**src/ptg_regs.vh**
```
`ifndef PTG_REGS_VH
`define PTG_REGS_VH
// ****************************************
// register offsets
// ****************************************
`define PTG_ADDR_PERIOD 8'h1d
`define PTG_ADDR_TIMING 8'h1e
`define PTG_ADDR_SPLIT 8'h20
`define PTG_ADDR_PRIMARY 8'h21
// ****************************************
// field positions
// ****************************************
`define PTG_PERIOD_MSB 15
`define PTG_PERIOD_LSB 0
`define PTG_ENGINE_EN_BIT 8
`define PTG_AVG_MSB 3
`define PTG_AVG_LSB 0
`define PTG_SPLIT_SEL_BIT 15
`define PTG_CAP_MSB 5
`define PTG_CAP_LSB 3
`define PTG_RES_MSB 2
`define PTG_RES_LSB 0
`define PTG_PULSE_EN_BIT 8
// ****************************************
// reset values
// ****************************************
`define PTG_RST_16 16'h0000
`define PTG_RST_4 4'h0
`define PTG_RST_3 3'h0
`define PTG_RST_24 24'h00_0000
// ****************************************
// analog codes: resistor in kilohm, capacitor in tenths of pF
// ****************************************
`define PTG_RES_K0 12'h1f4
`define PTG_RES_K1 12'h0fa
`define PTG_RES_K2 12'h064
`define PTG_RES_K3 12'h032
`define PTG_RES_K4 12'h019
`define PTG_RES_K5 12'h00a
`define PTG_RES_K6 12'h3e8
`define PTG_RES_K7 12'h7d0
`define PTG_CAP_T0 8'h32
`define PTG_CAP_T1 8'h19
`define PTG_CAP_T2 8'h64
`define PTG_CAP_T3 8'h4b
`define PTG_CAP_T4 8'hc8
`define PTG_CAP_T5 8'haf
`define PTG_CAP_T6 8'hfa
`define PTG_CAP_T7 8'he1
`endif

```
**src/ptg_period_cnt.v**
```verilog
`timescale 1ns/1ps
`default_nettype none
`include "ptg_regs.vh"
module ptg_period_cnt (
  input wire clk_sys_i,
  input wire rst_b_i,
  input wire enable_i,
  input wire [15:0] period_count_value_i,
  output wire [15:0] count_o,
  output wire wrap_o
);
  reg [15:0] count_r;
  reg [15:0] count_nxt;
  assign count_o = count_r;
  assign wrap_o = enable_i && (count_r >= period_count_value_i);
  always @* begin
    count_nxt = count_r;
    if (!enable_i) begin
      count_nxt = `PTG_RST_16;
    end else if (count_r >= period_count_value_i) begin
      // >= so a period lowered below the count still wraps at once
      count_nxt = `PTG_RST_16;
    end else begin
      count_nxt = count_r + 16'h0001;
    end
  end
  always @(posedge clk_sys_i) begin
    if (!rst_b_i) begin
      count_r <= `PTG_RST_16;
    end else begin
      count_r <= count_nxt;
    end
  end
endmodule
`default_nettype wire

```
**src/ptg_config.v**
```verilog
`timescale 1ns/1ps
`default_nettype none
`include "ptg_regs.vh"
module ptg_config (
  input wire clk_sys_i,
  input wire rst_b_i,
  input wire wr_en_i,
  input wire rd_en_i,
  input wire [7:0] addr_i,
  input wire [23:0] wdata_i,
  output reg [23:0] rdata_o,
  input wire conv_ready_i,
  input wire [15:0] custom_pulse_start_i,
  input wire [15:0] custom_pulse_end_i,
  output reg conv_ready_o,
  output wire timing_engine_enable_o,
  output wire [15:0] period_count_o,
  output wire period_wrap_o,
  output wire [4:0] average_samples_o,
  output wire split_gain_select_o,
  output wire [2:0] cap1_code_o,
  output wire [2:0] cap2_code_o,
  output wire [2:0] res1_code_o,
  output wire [2:0] res2_code_o,
  output reg [11:0] res1_kohm_o,
  output reg [11:0] res2_kohm_o,
  output reg [7:0] cap1_tenth_pf_o,
  output reg [7:0] cap2_tenth_pf_o
);
  // ****************************************
  // register file
  // ****************************************
  reg [15:0] period_count_value_r;
  reg timing_engine_enable_r;
  reg [3:0] average_count_r;
  reg split_gain_select_r;
  reg [2:0] second_feedback_cap_r;
  reg [2:0] second_feedback_res_r;
  reg [2:0] feedback_cap_code_r;
  reg [2:0] feedback_res_code_r;
  reg custom_pulse_enable_r;
  reg [15:0] period_count_value_nxt;
  reg timing_engine_enable_nxt;
  reg [3:0] average_count_nxt;
  reg split_gain_select_nxt;
  reg [2:0] second_feedback_cap_nxt;
  reg [2:0] second_feedback_res_nxt;
  reg [2:0] feedback_cap_code_nxt;
  reg [2:0] feedback_res_code_nxt;
  reg custom_pulse_enable_nxt;
  reg conv_ready_nxt;
  reg pulse_active_r;
  reg pulse_active_nxt;
  reg [23:0] rdata_nxt;
  wire [15:0] cnt;

  function [11:0] res_decode;
    input [2:0] code;
    begin
      case (code)
        3'h0: res_decode = `PTG_RES_K0;
        3'h1: res_decode = `PTG_RES_K1;
        3'h2: res_decode = `PTG_RES_K2;
        3'h3: res_decode = `PTG_RES_K3;
        3'h4: res_decode = `PTG_RES_K4;
        3'h5: res_decode = `PTG_RES_K5;
        3'h6: res_decode = `PTG_RES_K6;
        default: res_decode = `PTG_RES_K7;
      endcase
    end
  endfunction

  function [7:0] cap_decode;
    input [2:0] code;
    begin
      case (code)
        3'h0: cap_decode = `PTG_CAP_T0;
        3'h1: cap_decode = `PTG_CAP_T1;
        3'h2: cap_decode = `PTG_CAP_T2;
        3'h3: cap_decode = `PTG_CAP_T3;
        3'h4: cap_decode = `PTG_CAP_T4;
        3'h5: cap_decode = `PTG_CAP_T5;
        3'h6: cap_decode = `PTG_CAP_T6;
        default: cap_decode = `PTG_CAP_T7;
      endcase
    end
  endfunction

  function [2:0] gain_pick;
    input split;
    input [2:0] second_code;
    input [2:0] primary_code;
    begin
      if (split) begin
        gain_pick = second_code;
      end else begin
        gain_pick = primary_code;
      end
    end
  endfunction

  // ****************************************
  // register write
  // ****************************************
  always @* begin
    period_count_value_nxt = period_count_value_r;
    timing_engine_enable_nxt = timing_engine_enable_r;
    average_count_nxt = average_count_r;
    split_gain_select_nxt = split_gain_select_r;
    second_feedback_cap_nxt = second_feedback_cap_r;
    second_feedback_res_nxt = second_feedback_res_r;
    feedback_cap_code_nxt = feedback_cap_code_r;
    feedback_res_code_nxt = feedback_res_code_r;
    custom_pulse_enable_nxt = custom_pulse_enable_r;
    if (wr_en_i) begin
      // must-write-0 bits are simply dropped
      case (addr_i)
        `PTG_ADDR_PERIOD: begin
          period_count_value_nxt = wdata_i[`PTG_PERIOD_MSB:`PTG_PERIOD_LSB];
        end
        `PTG_ADDR_TIMING: begin
          timing_engine_enable_nxt = wdata_i[`PTG_ENGINE_EN_BIT];
          average_count_nxt = wdata_i[`PTG_AVG_MSB:`PTG_AVG_LSB];
        end
        `PTG_ADDR_SPLIT: begin
          split_gain_select_nxt = wdata_i[`PTG_SPLIT_SEL_BIT];
          second_feedback_cap_nxt = wdata_i[`PTG_CAP_MSB:`PTG_CAP_LSB];
          second_feedback_res_nxt = wdata_i[`PTG_RES_MSB:`PTG_RES_LSB];
        end
        `PTG_ADDR_PRIMARY: begin
          custom_pulse_enable_nxt = wdata_i[`PTG_PULSE_EN_BIT];
          feedback_cap_code_nxt = wdata_i[`PTG_CAP_MSB:`PTG_CAP_LSB];
          feedback_res_code_nxt = wdata_i[`PTG_RES_MSB:`PTG_RES_LSB];
        end
        default: begin
        end
      endcase
    end
  end

  always @(posedge clk_sys_i) begin
    if (!rst_b_i) begin
      period_count_value_r <= `PTG_RST_16;
      timing_engine_enable_r <= 1'b0;
      average_count_r <= `PTG_RST_4;
      split_gain_select_r <= 1'b0;
      second_feedback_cap_r <= `PTG_RST_3;
      second_feedback_res_r <= `PTG_RST_3;
      feedback_cap_code_r <= `PTG_RST_3;
      feedback_res_code_r <= `PTG_RST_3;
      custom_pulse_enable_r <= 1'b0;
    end else begin
      period_count_value_r <= period_count_value_nxt;
      timing_engine_enable_r <= timing_engine_enable_nxt;
      average_count_r <= average_count_nxt;
      split_gain_select_r <= split_gain_select_nxt;
      second_feedback_cap_r <= second_feedback_cap_nxt;
      second_feedback_res_r <= second_feedback_res_nxt;
      feedback_cap_code_r <= feedback_cap_code_nxt;
      feedback_res_code_r <= feedback_res_code_nxt;
      custom_pulse_enable_r <= custom_pulse_enable_nxt;
    end
  end

  // ****************************************
  // read port
  // ****************************************
  always @* begin
    rdata_nxt = `PTG_RST_24;
    case (addr_i)
      `PTG_ADDR_PERIOD: begin
        rdata_nxt[`PTG_PERIOD_MSB:`PTG_PERIOD_LSB] = period_count_value_r;
      end
      `PTG_ADDR_TIMING: begin
        rdata_nxt[`PTG_ENGINE_EN_BIT] = timing_engine_enable_r;
        rdata_nxt[`PTG_AVG_MSB:`PTG_AVG_LSB] = average_count_r;
      end
      `PTG_ADDR_SPLIT: begin
        rdata_nxt[`PTG_SPLIT_SEL_BIT] = split_gain_select_r;
        rdata_nxt[`PTG_CAP_MSB:`PTG_CAP_LSB] = second_feedback_cap_r;
        rdata_nxt[`PTG_RES_MSB:`PTG_RES_LSB] = second_feedback_res_r;
      end
      `PTG_ADDR_PRIMARY: begin
        // pulse enable is write only, reads zero
        rdata_nxt[`PTG_CAP_MSB:`PTG_CAP_LSB] = feedback_cap_code_r;
        rdata_nxt[`PTG_RES_MSB:`PTG_RES_LSB] = feedback_res_code_r;
      end
      default: begin
        rdata_nxt = `PTG_RST_24;
      end
    endcase
  end

  always @(posedge clk_sys_i) begin
    if (!rst_b_i) begin
      rdata_o <= `PTG_RST_24;
    end else if (rd_en_i) begin
      rdata_o <= rdata_nxt;
    end
  end

  // ****************************************
  // timing engine
  // ****************************************
  ptg_period_cnt u_period_cnt (
    .clk_sys_i(clk_sys_i),
    .rst_b_i(rst_b_i),
    .enable_i(timing_engine_enable_r),
    .period_count_value_i(period_count_value_r),
    .count_o(cnt),
    .wrap_o(period_wrap_o)
  );
  assign period_count_o = cnt;
  assign timing_engine_enable_o = timing_engine_enable_r;
  assign average_samples_o = {1'b0, average_count_r} + 5'h01;

  always @* begin
    pulse_active_nxt = pulse_active_r;
    if (!timing_engine_enable_r) begin
      pulse_active_nxt = 1'b0;
    end else if (cnt == custom_pulse_start_i) begin
      pulse_active_nxt = 1'b1;
    end else if (cnt == custom_pulse_end_i) begin
      pulse_active_nxt = 1'b0;
    end
  end

  // ****************************************
  // conversion-ready pin
  // ****************************************
  always @* begin
    conv_ready_nxt = conv_ready_i;
    if (custom_pulse_enable_r) begin
      conv_ready_nxt = pulse_active_nxt;
    end
  end

  always @(posedge clk_sys_i) begin
    if (!rst_b_i) begin
      pulse_active_r <= 1'b0;
      conv_ready_o <= 1'b0;
    end else begin
      pulse_active_r <= pulse_active_nxt;
      // registered mux keeps the pin glitch free
      conv_ready_o <= conv_ready_nxt;
    end
  end

  // ****************************************
  // gain routing
  // ****************************************
  assign split_gain_select_o = split_gain_select_r;
  assign cap1_code_o = feedback_cap_code_r;
  assign res1_code_o = feedback_res_code_r;
  assign cap2_code_o = gain_pick(split_gain_select_r, second_feedback_cap_r, feedback_cap_code_r);
  assign res2_code_o = gain_pick(split_gain_select_r, second_feedback_res_r, feedback_res_code_r);

  // ****************************************
  // decoded gain values
  // ****************************************
  // registered, so a code change reaches the analog side one clock later
  always @(posedge clk_sys_i) begin
    if (!rst_b_i) begin
      res1_kohm_o <= `PTG_RES_K0;
    end else begin
      res1_kohm_o <= res_decode(res1_code_o);
    end
  end

  always @(posedge clk_sys_i) begin
    if (!rst_b_i) begin
      res2_kohm_o <= `PTG_RES_K0;
    end else begin
      res2_kohm_o <= res_decode(res2_code_o);
    end
  end

  always @(posedge clk_sys_i) begin
    if (!rst_b_i) begin
      cap1_tenth_pf_o <= `PTG_CAP_T0;
    end else begin
      cap1_tenth_pf_o <= cap_decode(cap1_code_o);
    end
  end

  always @(posedge clk_sys_i) begin
    if (!rst_b_i) begin
      cap2_tenth_pf_o <= `PTG_CAP_T0;
    end else begin
      cap2_tenth_pf_o <= cap_decode(cap2_code_o);
    end
  end
endmodule
`default_nettype wire

```
**config.mk**
```make
export PLATFORM = sky130hd
export DESIGN_NAME = ptg_config
export DESIGN_NICKNAME = d
export VERILOG_FILES = /design/src/ptg_period_cnt.v /design/src/ptg_config.v
export VERILOG_INCLUDE_DIRS = /design/src
export SDC_FILE = /design/constraint.sdc
export NUM_CORES = 1
export LEC_CHECK = 0
export ABC_AREA = 1
export BUFFER_PORTS_ARGS = -buffer_cell sky130_fd_sc_hd__buf_4
export CAP_MARGIN = 20
export CORE_MARGIN = 2
export CORE_UTILIZATION = 41
export CTS_BUF_LIST = sky130_fd_sc_hd__clkbuf_8
export DETAILED_ROUTE_END_ITERATION = 6
export PLACE_DENSITY_LB_ADDON = 0.25
export SLEW_MARGIN = 25
export SYNTH_ARGS = -nofsm -noshare
export SYNTH_HDL_FRONTEND = slang
export SYNTH_SLANG_ARGS = --single-unit
```
**constraint.sdc**
```tcl
create_clock -name clk_sys_i -period 1.4 [get_ports clk_sys_i]
set_input_delay 0 -clock clk_sys_i [delete_from_list [all_inputs] [get_ports clk_sys_i]]
set_output_delay 0 -clock clk_sys_i [all_outputs]
set_load 0.005 [all_outputs]
```
* Word level (Yosys, flattened, before mapping)
Index checks and enable logic that the tools add are counted.
** Word-level totals
- Logic and storage cells :: 78
- Memory bits (read-only) :: 0
- Output and inout bits :: 101
- Bits in latches :: 0
- Register bits after elaboration :: 109
- Bits in writable memories :: 0
- Memories :: 0
- Bits of input ports :: 69
** Cells by class
- Bitwise operators :: 2
- $mul :: 0
- Magnitude comparators :: 1
- Divide/modulo/power cells :: 0
- Shifts and indexed selects :: 0
- Equality and inequality tests :: 30
- Mux-type cells :: 16
- Reduce and logical (&&, ||, !) cells :: 10
- Add/sub/neg operators :: 2
** Operators by type and width (count)
- case mux 11 bit (7 select lines) :: 2
- case mux 8 bit (7 select lines) :: 2
- equality test 3 bit, second input constant :: 12
- equality test 16 bit :: 2
- equality test 3 x 2 -> 1 bit, second input constant :: 8
- adder 16 x 1 -> 16 bit, second input constant :: 1
- equality test 8 x 5 -> 1 bit, second input constant :: 2
- equality test 8 x 6 -> 1 bit, second input constant :: 2
- greater-or-equal comparator 16 bit :: 1
- case mux 4 bit (4 select lines) :: 1
- equality test 3 x 1 -> 1 bit, second input constant :: 4
- logical NOT 3 bit :: 4
- AND reduction 2 bit :: 4
- 2-to-1 mux 3 bit :: 2
- 2-to-1 mux 6 bit :: 1
- case mux 2 bit (3 select lines) :: 1
- adder 4 x 1 -> 5 bit, second input constant :: 1
- 2-to-1 mux 1 bit :: 4
- case mux 1 bit (2 select lines) :: 2
- OR reduction 3 bit :: 1
- 2-to-1 mux 2 bit :: 1
- NOT 1 bit :: 2
- logical AND 1 bit :: 1

* Longest topological paths before layout
- Word-level depth :: 5
- Mapped depth :: 12
- Mapped depth without buffers :: 11

* Hierarchy
From an unflattened synthesis, not the netlist that was laid out.
** Unflattened totals
- Cell total of the unflattened synthesis :: 744
- Area total of the unflattened synthesis :: 5253.8 µm²
** Modules (own cells, without submodules)
- ptg_config :: area an instance 4022.6 µm², cells an instance 577, instances 1, sequential area each 1821.7 µm²
- ptg_period_cnt :: area an instance 1231.2 µm², cells an instance 167, instances 1, sequential area each 320.3 µm²

* Least setup slack after synthesis
Ideal clock, no wire load.
- Kind :: reg2reg
- Start point :: reg u_period_cnt.count_r[15], in the netlist u_period_cnt.count_o[15]
- End point :: reg u_period_cnt.count_r[7], in the netlist u_period_cnt.count_o[7]
- Arrival :: 1.567 ns
- Buffers on the path :: 1
- Clock period less this slack :: 1.631 ns
- Path slack :: -0.231 ns
- Cell stages (with the launch flop) :: 10
- Required time :: 1.336 ns
- Setup time :: 0.064 ns
- Cells stage by stage :: dfxtp_1 ha_1 nand2_1 inv_1 a31oi_1 o21ai_0 a21oi_2 nand4_2 buf_4 nor2_1
** On the way
- Word-level cells in the longest chain between the ends :: 2
** RTL lines
- from (decl) :: RTL line ptg_period_cnt.v:12 : reg [15:0] count_r;
- from (signal assigned) :: RTL line ptg_period_cnt.v:29 : count_r <= `PTG_RST_16;
- from (signal assigned) :: RTL line ptg_period_cnt.v:31 : count_r <= count_nxt;
- greater-or-equal comparator 16 bit :: RTL line ptg_period_cnt.v:20 : end else if (count_r >= period_count_value_i) begin
- OR reduction 3 bit (no source line)
Every way passes these cells.
A chain may end at the register's enable or synchronous reset.

* Final worst setup path
- Start point :: reg period_count_value_r[15]
- End point :: out period_wrap_o
** On the way
- Word-level cells in the longest chain between the ends :: 2
** RTL lines
- from (decl) :: RTL line ptg_config.v:33 : reg [15:0] period_count_value_r;
- from (signal assigned) :: RTL line ptg_config.v:143 : period_count_value_r <= `PTG_RST_16;
- from (signal assigned) :: RTL line ptg_config.v:153 : period_count_value_r <= period_count_value_nxt;
- greater-or-equal comparator 16 bit :: RTL line ptg_period_cnt.v:15 : assign wrap_o = enable_i && (count_r >= period_count_value_i);
- logical AND 1 bit :: RTL line ptg_period_cnt.v:15
- to (decl) :: RTL line ptg_config.v:18 : output wire period_wrap_o,
Every way passes these cells.

==> impl_metrics.yaml <==
detailed_routing:
  ant_nets: 0
  via_per_inst: 4.71
  wire_per_inst_um: 12.8
  first_pass_iters: 4
  drt-total-wl_mm: 14.3
  drtIter0Drc: 210
  num_vias: 5301
  route.detailed.drc: 0
synthesis:
  synthArstFlopShare_pct: 0
  yosys.area.top_type: "dfxtp_1"
  yosysTopAreaCellShare_pct: 41.5
  syn_inst: 708
  ys_seq_area_share_pct: 41.5
  synth.distinct_cells: 44
  yosys_most_used_dff: "dfxtp_1"
  synth-edff-count: 0
  synthTopCellsByArea: "dfxtp_1, nand2_1, inv_1"
  yosysWarnings: 0
  ys_ff_latch: 107
  syn-cell-area_um2: 5160
  synth.avg_cell_area_um2: 7.29
finish:
  final_common_cell: "buf_4"
  antenna_cells: 0
  nNetsFinal: 1039
  final_util_pct: 63.5
  instances_no_fill: 1125
  area_growth_pct: 49.6
  layout-drive-gt1-share_pct: 35.0
  final_cell_mix: "buf_4, nand2_1, dfxtp_1"
hold_path:
  hold_class: "in2reg"
  worstHoldEndpoint: "period_count_value_r[6]"
  hold_depth: 3
  min-delay-start: "wr_en_i"
critical_path:
  path_max_fanout: 2
  critPathKind: "reg2out"
  reg2reg_slack_ps: -390
  arrival_ps: 1830
  r2r_start: "period_count_value_r[15]"
  cp-start-kind: "flip-flop"
  timing.rr.end: "u_period_cnt.count_o[7]"
  end_kind: "output port"
  crit_required_ps: 1400
  ff2ff_path_depth: 11
sta:
  finalWorstSetupSlack_ps: -431
  rsz0062_at_grt: "yes"
  min_period_over_period_pct: 131
  clock-skew-final_ps: 10.9
  timing.hold.ws_ps: 73.8
  min_period_ps: 1830
  drv_slew: 0
  max_freq_mhz: 546
  setup_violations: 19
  finalHoldViolCount: 0
outcome:
  violations: "setup timing"
  status: "complete, but fails checks"
power:
  p_int_mw: 4.01
  p_comb_share_pct: 8.7
  clock_power_share_pct: 34.5
  p_leak_nw: 3.62
  power_density_nw_per_um2: 700
  ir_worst_vdd_mv: 0.495
  p_seq_share_pct: 56.7
  p_sw_mw: 1.40
  p_sw_share_pct: 25.9
grt:
  grt_overflow_total: 0
  grt_pass1_wl_mm: 22.4
  grt_pass1_vias: 4796
  antenna_found_initial: 0
  grt_usage_pct: 20.8
  grt_start_max_net_pins: 38
flow_run:
  drv_cap: 0
placement:
  dp_slack_ps: -278
  placed_cells: 1068
  place_hpwl_mm: 10.5
  place_congestion: 0.837
  numPortBuffers: 151
clocking:
  cts_buffer_depth: 2
  clk_pin_slew_ps: 110
  cts_root_buf: "clkbuf_8"
  htreeDepth: 3
  insertion_delay_ps: 370
  tritoncts: "built"
  cts.sinks: 107
  cts_made_buffers: 9
floorplan:
  die_x_um: 116
  initial_core_util_pct: 42.4
  dieHeight_um: 116
  fp.coreArea_um2: 12200
  dieArea_um2: 13500
  rows: 40
  num_io_pins: 170
[state kept, by name, summed over array words and instances, names as in the netlist, 3 cells and up]
signal	count
second_feedback_res_r	3
res1_kohm_o	11
period_count_value_r	16
average_count_r	4
rdata_o	16
cap1_code_o	3
cap1_tenth_pf_o	8
res2_kohm_o	11
u_period_cnt.count_o	16
cap2_tenth_pf_o	8
second_feedback_cap_r	3
res1_code_o	3
[power by group through the flow]
stage | combinational [mW] | sequential (mW) | clock [mW]
after floorplan | 0.193 | 3.14 | 0
after global placement | 0.393 | 3.14 | 0
after detailed placement | 0.398 | 3.14 | 0
after CTS | 0.462 | 3.07 | 1.90
after global routing | 0.521 | 3.07 | 2.03
final | 0.473 | 3.07 | 1.87
[per-stage QoR]
step                      area (um2)  TNS, ps  total power [mW]
after CTS                       7550    -5730              5.43
after global placement          6920    -3430              3.54
final                           7720    -6220              5.41
after floorplan                 5300     -976              3.33
after detailed placement        6920    -4630              3.54
after global routing            7720    -8590              5.62
[cells by family (layout without fill, tap and decap cells)]
family,count (synthesis),in the layout,synth area share [%]
flip-flops,107,107,41.5
buffers and inverters,136,374,12.0
AND/OR/NAND/NOR,292,294,24.4
AO/OA/AOI/OAI,128,128,13.3
adder cells (fa/ha/maj),18,18,4.36
other,1,10,0.0727
XOR/XNOR,26,26,4.41
[cells in the mapped netlist, types with 2 or more instances]
library cell and instances:
nor3_1 5, nor2_2 2, a31oi_1 2, o211ai_1 3, inv_1 99, clkbuf_1 9, nand2_2 3, and2_1 2
buf_2 6, ha_1 18, nand2_1 165, xor2_1 23, nor2_1 71, o21ai_0 35, buf_6 6, nand3_1 21
o31ai_1 2, xnor2_1 3, o21ai_1 16, and3_1 2, dfxtp_1 107, buf_4 14, o21ai_2 3, nand4_1 9
a21oi_1 60, nand3_2 2, nor3_4 3
[critical path: stages (launching register included)]
cell	delay [ps]
dfxtp_2	350
inv_2	50
ha_4	230
nand2_2	60
inv_2	50
a31oi_1	130
o21ai_1	110
a21oi_2	180
nand3_2	90
nand2_1	60
inv_1	40
buf_6	110
[area by class of cell]
type / instances / area (um2)
Clock buffer: 9 / 124
Multi-Input combinational cell: 476 / 2710
Inverter: 99 / 372
Sequential cell: 107 / 2170
Timing Repair Buffer: 259 / 2070
Fill cell: 1104 / 4440
Clock inverter: 7 / 65.1
Tap cell: 168 / 210
[timing repair]
action                                  4_1_cts  5_1_grt
endpoints found under the setup margin       29       29
buffers inserted                              9        9
hold endpoints to repair                     45        0
pin swaps                                    15       15
resized for setup                            35       40
hold buffers                                 23        0
gates cloned                                  1        1
[worst max path at each step]
stage	from	to	cells after the start
after CTS	period_count_value_r[15]	period_wrap_o	11
after detailed placement	period_count_value_r[13]	u_period_cnt.count_o[7]	7
after global routing	period_count_value_r[15]	period_wrap_o	11
after floorplan	u_period_cnt.count_o[15]	u_period_cnt.count_o[7]	9
final	period_count_value_r[15]	period_wrap_o	11
after global placement	period_count_value_r[13]	u_period_cnt.count_o[14]	7
[metal layers]
metal  part of all wire, %  track usage [%]  vias up
li1                      -                -     2706
met1                    47             28.0     2443
met4                   1.3             5.40        0
met3                   4.8             2.96       14
met2                    47             35.3      138
met5                     0                0        -
Note: power is estimated with default switching activity, not from simulation.
